--- config.mk ---
export PLATFORM = sky130hd
export DESIGN_NAME = acs_datapath
export DESIGN_NICKNAME = d
export VERILOG_FILES = /design/src/shared/acs_pkg.sv /design/src/logic/acs_datapath.sv
export SDC_FILE = /design/constraint.sdc
export NUM_CORES = 1
export LEC_CHECK = 0
export ABC_AREA = 1
export BUFFER_PORTS_ARGS = -buffer_cell sky130_fd_sc_hd__buf_2
export CORE_MARGIN = 5
export CORE_UTILIZATION = 45
export CTS_CLUSTER_DIAMETER = 40
export DETAILED_ROUTE_END_ITERATION = 8
export PLACE_DENSITY = 0.64
export SLEW_MARGIN = 20
export SYNTH_ARGS = -nofsm -noshare
export SYNTH_HDL_FRONTEND = slang
export SYNTH_SLANG_ARGS = --single-unit
--- constraint.sdc ---
create_clock -name clock_i -period 15.05 [get_ports clock_i]
set_clock_uncertainty 0.15 [all_clocks]
set_input_delay 3.01 -clock clock_i [delete_from_list [all_inputs] [get_ports clock_i]]
set_output_delay 3.01 -clock clock_i [all_outputs]
set_load 0.03 [all_outputs]
--- src/shared/acs_pkg.sv ---
// Package: constants, register map and carriers of the accumulator datapath
package acs_pkg;
    // ****************************************
    // Widths and register map
    // ****************************************
    localparam int ACC_W = 40;
    localparam logic [7:0] CORE_CONTROL_OFS = 8'h00;
    localparam logic [7:0] TRAP_CONTROL_OFS = 8'h04;
    localparam logic [7:0] STATUS_OFS = 8'h08;
    localparam logic [7:0] WB_POINTER_OFS = 8'h0C;
    localparam logic [7:0] ACC_A_LOW_OFS = 8'h10;
    localparam logic [7:0] ACC_A_HIGH_OFS = 8'h14;
    localparam logic [7:0] ACC_B_LOW_OFS = 8'h18;
    localparam logic [7:0] ACC_B_HIGH_OFS = 8'h1C;
    // Core control field positions
    localparam int ROUND_STYLE_BIT = 1;
    localparam int CLIP_WIDTH_BIT = 4;
    localparam int STORE_CLIP_BIT = 5;
    localparam int CLIP_EN_B_BIT = 6;
    localparam int CLIP_EN_A_BIT = 7;
    // Trap control field positions
    localparam int GUARD_TRAP_A_BIT = 0;
    localparam int GUARD_TRAP_B_BIT = 1;
    localparam int WRAP_TRAP_BIT = 2;
    // Status field positions
    localparam int GUARD_A_BIT = 0;
    localparam int GUARD_B_BIT = 1;
    localparam int CLIP_A_BIT = 2;
    localparam int CLIP_B_BIT = 3;
    localparam int EITHER_GUARD_BIT = 4;
    localparam int EITHER_CLIP_BIT = 5;
    // Reset values
    localparam logic [7:0] CORE_CONTROL_RST = 8'h00;
    localparam logic [2:0] TRAP_CONTROL_RST = 3'h0;
    localparam logic [15:0] WB_POINTER_RST = 16'h0000;
    localparam logic [ACC_W-1:0] ACC_RST = 40'h00_0000_0000;
    // Saturation and store limits
    localparam logic [ACC_W-1:0] SAT40_POS = 40'h7F_FFFF_FFFF;
    localparam logic [ACC_W-1:0] SAT40_NEG = 40'h80_0000_0000;
    localparam logic [ACC_W-1:0] SAT32_POS = 40'h00_7FFF_FFFF;
    localparam logic [ACC_W-1:0] SAT32_NEG = 40'h00_8000_0000;
    localparam logic [23:0] STORE_POS_LIM = 24'h007FFF;
    localparam logic [23:0] STORE_NEG_LIM = 24'hFF8000;
    localparam logic [15:0] STORE_POS_MAX = 16'h7FFF;
    localparam logic [15:0] STORE_NEG_MAX = 16'h8000;
    localparam logic [15:0] WB_STEP = 16'h0002;
    // ****************************************
    // Operation carriers
    // ****************************************
    typedef enum logic [1:0] {
        OP_NONE = 2'h0,
        OP_ACCUM = 2'h1,
        OP_ACCUM_NO_WB = 2'h2,
        OP_STORE = 2'h3
    } acs_kind_t;
    typedef enum logic [1:0] {
        WB_NONE = 2'h0,
        WB_DIRECT = 2'h1,
        WB_INDIRECT = 2'h2
    } acs_wb_t;
    typedef struct packed {
        acs_kind_t kind;
        logic acc_sel;
        logic subtract;
        logic zero_acc;
        logic carry_in;
        logic [ACC_W-1:0] operand;
        acs_wb_t wb_mode;
        logic round_req;
        logic [15:0] store_addr;
    } acs_op_t;
    typedef struct packed {
        logic valid;
        logic [15:0] addr;
        logic [15:0] data;
    } acs_store_t;
endpackage : acs_pkg

--- src/logic/acs_datapath.sv ---
// Accumulator adder, saturation, rounding and store logic with APB registers
//
// Function
// - 40-bit sign-extended adder; one accumulator is source and destination.
// - Accumulator input may be zero; subtract complements operand, borrow low.
// - Guard flag set when result bits 39..32 differ.
// - Guard flags refreshed by every adder operation on their accumulator.
// - Guard flag with its trap enable requests warning trap.
// - Clip flags sticky: hardware sets, only software clears.
// - Clip means bit 31 or bit 39 overflow; bit 39 when unsaturated.
// - Unsaturated clip flag with wrap trap enable requests warning trap.
// - Status shows OR of guard flags and OR of clip flags.
// - Clip enables at control bits 7:6, width select at bit 4.
// - 40-bit mode loads full-scale 40-bit limits and sets clip flag.
// - 32-bit mode loads 32-bit limits and sets clip flag.
// - In 32-bit saturation guard flags never set.
// - Unsaturated accumulator wraps; bit 39 overflow still sets clip.
// - Accumulating ops may store rounded non-target high word.
// - Direct write-back puts rounded word into pointer register.
// - Indirect write-back stores at pointer, then pointer plus 2.
// - Style select picks rounding; unrounded stores truncate high word.
// - Conventional rounding adds bit 15 into high word.
// - Convergent: low word exactly 0x8000 rounds up only if bit 16.
// - Plain store truncates, rounded store rounds, write-back always rounds.
// - Store clip limits to 0x7FFF/0x8000 by bit 39; accumulator untouched.
`timescale 1ns/100ps
`default_nettype none
module acs_datapath
(
    input wire logic clock_i,
    input wire logic sys_rst_i,
    // APB slave
    input wire logic psel_i,
    input wire logic penable_i,
    input wire logic pwrite_i,
    input wire logic [7:0] paddr_i,
    input wire logic [31:0] pwdata_i,
    output logic [31:0] prdata_o,
    output logic pready_o,
    output logic pslverr_o,
    // Operation from the instruction sequencer
    input wire acs_pkg::acs_op_t op_i,
    // Data-space store toward the X bus
    output acs_pkg::acs_store_t store_o,
    // Arithmetic warning trap request
    output logic trap_request_o
);
    import acs_pkg::*;

    // ****************************************
    // Registers
    // ****************************************
    logic [7:0] core_control_reg;
    logic [2:0] trap_control_reg;
    logic [15:0] writeback_pointer_reg;
    logic [15:0] writeback_pointer_next;
    logic [ACC_W-1:0] acc_reg [2];
    logic [1:0] guard_flag_reg;
    logic [1:0] clip_flag_reg;
    logic [1:0] clip_flag_next;
    acs_store_t store_reg;
    acs_store_t store_next;

    // Control field decode
    wire logic round_style_select = core_control_reg[ROUND_STYLE_BIT];
    wire logic clip_width_select = core_control_reg[CLIP_WIDTH_BIT];
    wire logic store_clip_enable = core_control_reg[STORE_CLIP_BIT];
    wire logic [1:0] clip_enable =
        {core_control_reg[CLIP_EN_B_BIT], core_control_reg[CLIP_EN_A_BIT]};
    wire logic [1:0] guard_trap_en =
        {trap_control_reg[GUARD_TRAP_B_BIT], trap_control_reg[GUARD_TRAP_A_BIT]};
    wire logic wrap_trap_enable = trap_control_reg[WRAP_TRAP_BIT];

    // ****************************************
    // Round and store clip
    // ****************************************
    // Rounding works on the 24-bit upper part so the store clip sees
    // the carry out of the high word rather than a wrapped value.
    function automatic logic [15:0] round_clip(
        input logic [ACC_W-1:0] acc,
        input logic do_round,
        input logic conventional,
        input logic clip_en
    );
        logic inc;
        logic [23:0] upper;
        inc = 1'b0;
        if (do_round)
        begin
            if (conventional)
                inc = acc[15];
            else
                inc = acc[15] & ((|acc[14:0]) | acc[16]);
        end
        upper = acc[39:16] + {23'h0, inc};
        round_clip = upper[15:0];
        if (clip_en && !acc[39] && (upper > STORE_POS_LIM))
            round_clip = STORE_POS_MAX;
        else if (clip_en && acc[39] && (upper < STORE_NEG_LIM))
            round_clip = STORE_NEG_MAX;
    endfunction : round_clip

    // ****************************************
    // Adder and saturation
    // ****************************************
    wire logic op_adder = (op_i.kind == OP_ACCUM) || (op_i.kind == OP_ACCUM_NO_WB);
    wire logic tgt = op_i.acc_sel;
    wire logic [ACC_W-1:0] add_a = op_i.zero_acc ? ACC_RST : acc_reg[tgt];
    wire logic [ACC_W-1:0] add_b = op_i.subtract ? ~op_i.operand : op_i.operand;
    // Carry-in doubles as the active-low borrow when subtracting
    wire logic [ACC_W-1:0] sum = add_a + add_b + {39'h0, op_i.carry_in};

    // Overflow detection on the raw sum
    wire logic ovf39 = (add_a[39] == add_b[39]) && (sum[39] != add_a[39]);
    wire logic true_neg = ovf39 ? ~sum[39] : sum[39];
    wire logic ovf31 = ovf39 || !((&sum[39:31]) || !(|sum[39:31]));
    wire logic sat_on = clip_enable[tgt];
    wire logic sat32 = sat_on && !clip_width_select;
    wire logic clip_hit = sat32 ? ovf31 : ovf39;

    // Saturated or wrapped result
    logic [ACC_W-1:0] acc_result;
    always_comb
    begin
        acc_result = sum;
        if (sat_on && clip_hit)
        begin
            if (sat32)
                acc_result = true_neg ? SAT32_NEG : SAT32_POS;
            else
                acc_result = true_neg ? SAT40_NEG : SAT40_POS;
        end
    end

    // Guard bits never count while 32-bit saturation holds
    wire logic guard_hit =
        !sat32 && !((&acc_result[39:32]) || !(|acc_result[39:32]));

    // ****************************************
    // Write-back and store
    // ****************************************
    wire logic wb_allowed = (op_i.kind == OP_ACCUM) && (op_i.wb_mode != WB_NONE);
    wire logic [15:0] wb_word =
        round_clip(acc_reg[~tgt], 1'b1, round_style_select, store_clip_enable);
    wire logic [15:0] st_word =
        round_clip(acc_reg[tgt], op_i.round_req, round_style_select,
                   store_clip_enable);
    wire logic wb_direct = wb_allowed && (op_i.wb_mode == WB_DIRECT);
    wire logic wb_indirect = wb_allowed && (op_i.wb_mode == WB_INDIRECT);

    // Next store beat and pointer
    always_comb
    begin
        store_next = '0;
        if (op_i.kind == OP_STORE)
        begin
            store_next.valid = 1'b1;
            store_next.addr = op_i.store_addr;
            store_next.data = st_word;
        end
        else if (wb_indirect)
        begin
            store_next.valid = 1'b1;
            store_next.addr = writeback_pointer_reg;
            store_next.data = wb_word;
        end
    end

    // ****************************************
    // APB decode
    // ****************************************
    // Zero wait states: every access completes in its access cycle
    wire logic apb_acc = psel_i && penable_i;
    wire logic apb_wr = apb_acc && pwrite_i;
    wire logic hit_ctl = (paddr_i == CORE_CONTROL_OFS);
    wire logic hit_trap = (paddr_i == TRAP_CONTROL_OFS);
    wire logic hit_stat = (paddr_i == STATUS_OFS);
    wire logic hit_ptr = (paddr_i == WB_POINTER_OFS);
    wire logic hit_acc = (paddr_i == ACC_A_LOW_OFS) || (paddr_i == ACC_A_HIGH_OFS) ||
        (paddr_i == ACC_B_LOW_OFS) || (paddr_i == ACC_B_HIGH_OFS);
    wire logic mapped = hit_ctl || hit_trap || hit_stat || hit_ptr || hit_acc;
    wire logic [1:0] clip_clear =
        {pwdata_i[CLIP_B_BIT], pwdata_i[CLIP_A_BIT]} & {2{apb_wr && hit_stat}};

    // Status word with the combined flags
    wire logic [5:0] status_word = {|clip_flag_reg, |guard_flag_reg,
        clip_flag_reg, guard_flag_reg};

    // Read multiplexer
    logic [31:0] rd_data;
    always_comb
    begin
        rd_data = 32'h0000_0000;
        unique case (paddr_i)
            CORE_CONTROL_OFS: rd_data = {24'h000000, core_control_reg};
            TRAP_CONTROL_OFS: rd_data = {29'h0, trap_control_reg};
            STATUS_OFS: rd_data = {26'h0, status_word};
            WB_POINTER_OFS: rd_data = {16'h0000, writeback_pointer_reg};
            ACC_A_LOW_OFS: rd_data = acc_reg[0][31:0];
            ACC_A_HIGH_OFS: rd_data = {24'h000000, acc_reg[0][39:32]};
            ACC_B_LOW_OFS: rd_data = acc_reg[1][31:0];
            ACC_B_HIGH_OFS: rd_data = {24'h000000, acc_reg[1][39:32]};
            default: rd_data = 32'h0000_0000;
        endcase
    end

    assign prdata_o = rd_data;
    assign pready_o = 1'b1;
    assign pslverr_o = apb_acc && !mapped;

    // ****************************************
    // Flag and pointer next values
    // ****************************************
    // A set in the clearing cycle wins, so no overflow is ever lost
    always_comb
    begin
        clip_flag_next = clip_flag_reg & ~clip_clear;
        if (op_adder && clip_hit)
            clip_flag_next[tgt] = 1'b1;
    end

    // Hardware pointer update beats a software write in the same cycle
    always_comb
    begin
        writeback_pointer_next = writeback_pointer_reg;
        if (apb_wr && hit_ptr)
            writeback_pointer_next = pwdata_i[15:0];
        if (wb_direct)
            writeback_pointer_next = wb_word;
        else if (wb_indirect)
            writeback_pointer_next = writeback_pointer_reg + WB_STEP;
    end

    // ****************************************
    // Clocked state
    // ****************************************
    // Control registers
    always_ff @(posedge clock_i)
    begin
        if (sys_rst_i)
        begin
            core_control_reg <= CORE_CONTROL_RST;
            trap_control_reg <= TRAP_CONTROL_RST;
        end
        else
        begin
            if (apb_wr && hit_ctl)
                core_control_reg <= pwdata_i[7:0];
            if (apb_wr && hit_trap)
                trap_control_reg <= pwdata_i[2:0];
        end
    end

    // Accumulators and flags, all settled in the issuing cycle
    always_ff @(posedge clock_i)
    begin
        if (sys_rst_i)
        begin
            acc_reg[0] <= ACC_RST;
            acc_reg[1] <= ACC_RST;
            guard_flag_reg <= 2'b00;
            clip_flag_reg <= 2'b00;
        end
        else
        begin
            if (op_adder)
            begin
                acc_reg[tgt] <= acc_result;
                guard_flag_reg[tgt] <= guard_hit;
            end
            clip_flag_reg <= clip_flag_next;
        end
    end

    // Pointer and store port
    always_ff @(posedge clock_i)
    begin
        if (sys_rst_i)
        begin
            writeback_pointer_reg <= WB_POINTER_RST;
            store_reg <= '0;
        end
        else
        begin
            writeback_pointer_reg <= writeback_pointer_next;
            store_reg <= store_next;
        end
    end

    assign store_o = store_reg;

    // Trap request is a level held while any cause stands
    assign trap_request_o = (|(guard_flag_reg & guard_trap_en)) ||
        (wrap_trap_enable && (|(clip_flag_reg & ~clip_enable)));
endmodule : acs_datapath
`default_nettype wire

==> results_dict.tcl <==
set metrics [dict create \
    yosysWarningCount 0 \
    final_hold_viol_count 0 \
    antenna_found_initial 0 \
    cts_buffers 17 \
    critPathKind "in -> reg" \
    syn_area_um2 12900 \
    tns_ps 0 \
    fin_nets 2244 \
    ant_nets 0 \
    path_clk_slew_ps 60 \
    final_common_cell "nand2_1" \
    fin_cells 2481 \
    tritoncts "done" \
    p_comb_share_pct 33.0 \
    power.total_mw 1.35 \
    port_buffers 160 \
    hpwl_um 34700 \
    drc 0 \
    clockPowerShare_pct 32.8 \
    p_int_mw 0.849 \
    share_seq_of_total_power_pct 34.2 \
    r2r_start "acc_reg[0][16]" \
    antennaDiodeCount 0 \
    crit_family "simple AND/OR/NAND/NOR gates" \
    grt_pass1_wl_um 66400 \
    cts-root-buf "clkbuf_16" \
    crit_slowest_cell "buf_4" \
    max_stage_delay_ps 700 \
    synthTopCellsByArea "edfxtp_1, nand2_1, dfxtp_1" \
    mostFrequentLayoutCells "nand2_1, inv_1, nor2_1, buf_2, o21ai_0" \
    cp-start-kind "input port" \
    gp_congestion 0.957 \
    maxSlewViolCount 0 \
    placed_cells 2449 \
    firstDrtPassIters 6 \
    clock.fmax_mhz 106 \
    grt-ovfl-total 0 \
    synth_compound_area_share_pct 16.1 \
    clock_latency_ps 430 \
    worst_slack_ps 5660 \
    report.final.setup_viol 0 \
    max-vdd-ir-drop_uv 83.0 \
    crit_top_cell "nand2_1" \
    grt_max_degree 80 \
    yosys.area_share.simple_pct 31.4 \
    syn-num-nets 2123 \
    min_path_type "reg -> reg" \
    largest_register_ffs 80 \
    critPathLaunch "op_i[62]" \
    cp.required_ps 15060 \
    vias_per_cell 5.29 \
    rows 62 \
    outcome "finished clean" \
    synth_top_area_cell "edfxtp_1" \
    yosysSeqAreaShare_pct 28.6 \
    die_h_um 179 \
    cts_hold_buf 0 \
    fin_crit_ps 9390 \
    syn_inst 1963 \
    hold_start "writeback_pointer_reg[0]" \
    slew_headroom_pct 25.1 \
    post-cts-setup-buffers 0 \
    yosysUniqueCellTypes 62 \
    die_w_um 179 \
    drive_above_1_share_pct 13.5 \
    worstPathArrival_ps 9410 \
    power_switching_mw 0.506 \
    worstSetupEndpointType "flip-flop" \
    start_util_pct 45.2 \
    grt_pass1_vias 12308 \
    synth_top_family_by_area "simple AND/OR/NAND/NOR gates" \
    muxShareOfSynthArea_pct 0 \
    yosys.area_share.adder_pct 5.03 \
    tightest_slew_ps 1120 \
    vias 13123 \
    maxCapViolCount 0 \
    htree_levels 4 \
    crit_buf_inv 7 \
    fill_cells 3005 \
    cts_resized 0 \
    avgSynthCellArea_um2 6.56 \
    clock_path_buffers 2 \
    core_area_um2 28500 \
    whs_ps 356 \
    detail_route.wl_per_cell_um 17.4 \
    p_per_area_nw_per_um2 93.5 \
    dieArea_um2 32100 \
    grt.total_usage_pct 26.5 \
    worst-path-max-fanout 79 \
    post-route-period-util_pct 62.4 \
    rsz0062_at_grt "false" \
    drtIter0Drc 1329 \
    routed_wl_um 43100 \
    cts_sinks 144 \
    area_delta_synth_final_pct 12.5 \
    dpl_worst_slack_ps 5260 \
    synth_seq_cells 144 \
    synthXorXnorAreaFrac_pct 7.40 \
    switching_share_pct 37.3 \
    io_pins 178 \
    p_leak_nw 7.03 \
    synth_top_area_share_pct 18.7 \
]
[kinds of logic after synthesis]
logic type	count (synthesis)
adders and majority gates	50
other	1
and+or+nand+nor	952
xor gates and xnor gates	108
buffers and inverters	363
DFF	144
AOI/OAI and AO/OA	345
[per-layer routing]
| layer | global-route usage [%] | vias to the layer above | share of wire [%] |
|---|---|---|---|
| met5 | 0 | - | 0 |
| met4 | 12.0 | 0 | 4.5 |
| met3 | 2.72 | 89 | 6.2 |
| met2 | 43.3 | 504 | 45 |
| met1 | 35.6 | 5950 | 44 |
| li1 | - | 6580 | - |
[worst min-delay path: cells and delay by family, from the launching register on]
kind | cells | cell delay [ps]
flops | 1 | 330
simple gates | 1 | 80
compound gates | 1 | 50
[through the flow]
stage / cell area [um^2] / utilization [%]
2_1_floorplan: 12900 / -
3_3_place_gp: 13900 / 48.7
3_5_place_dp: 13900 / 48.7
4_1_cts: 14500 / 50.9
5_1_grt: 14500 / 50.9
6_report: 14500 / 50.9
[cell type report]
class	instances	area (um^2)	share of cell area (%)
clock buffers	19	433	2.99
clock inverters	13	176	1.22
inverters	294	1100	7.61
multi-input cells	1456	7730	53.3
flip-flops and latches	144	3680	25.4
well taps	384	480	3.31
repair buffers	171	886	6.11
[power by group through the flow]
stage                     Sequential (mW)  Combinational, mW  Clock (mW)
after floorplan                     0.472              0.310           0
after global placement              0.471              0.437           0
after detailed placement            0.472              0.440           0
after CTS                           0.463              0.443       0.446
after global routing                0.466              0.500       0.464
final                               0.464              0.447       0.444
[Yosys cell counts, drive strengths merged]
cell type and count:
nand2 545, inv 291, nor2 266, o21ai 151, a21oi 99, edfxtp 80
xor2 77, nand3 68, dfxtp 64, ha 47, clkbuf 45, xnor2 31
nor3 30, buf 24, o22ai 21, a31oi 17, a221oi 16, nand4 15
nor4 15, o221ai 10, or2 7, a211oi 6, o21a 5, o31ai 4
and2 3, clkinv 3, fa 3, o211ai 3, o21bai 3, a21o 2
a32o 2, a41oi 2, o2111ai 2, a2111oi 1, a311oi 1, conb 1
nand2b 1, nand3b 1, or3 1
[worst paths after layout]
path,to,slack [ps],cells after the start
worst max-delay path,acc_reg[0][22],5660,27
worst min-delay path,store_o[16],360,2
worst max register to register,acc_reg[0][22],9050,23
worst min register to register,store_o[16],360,2
(Power assumes the default switching activity.)
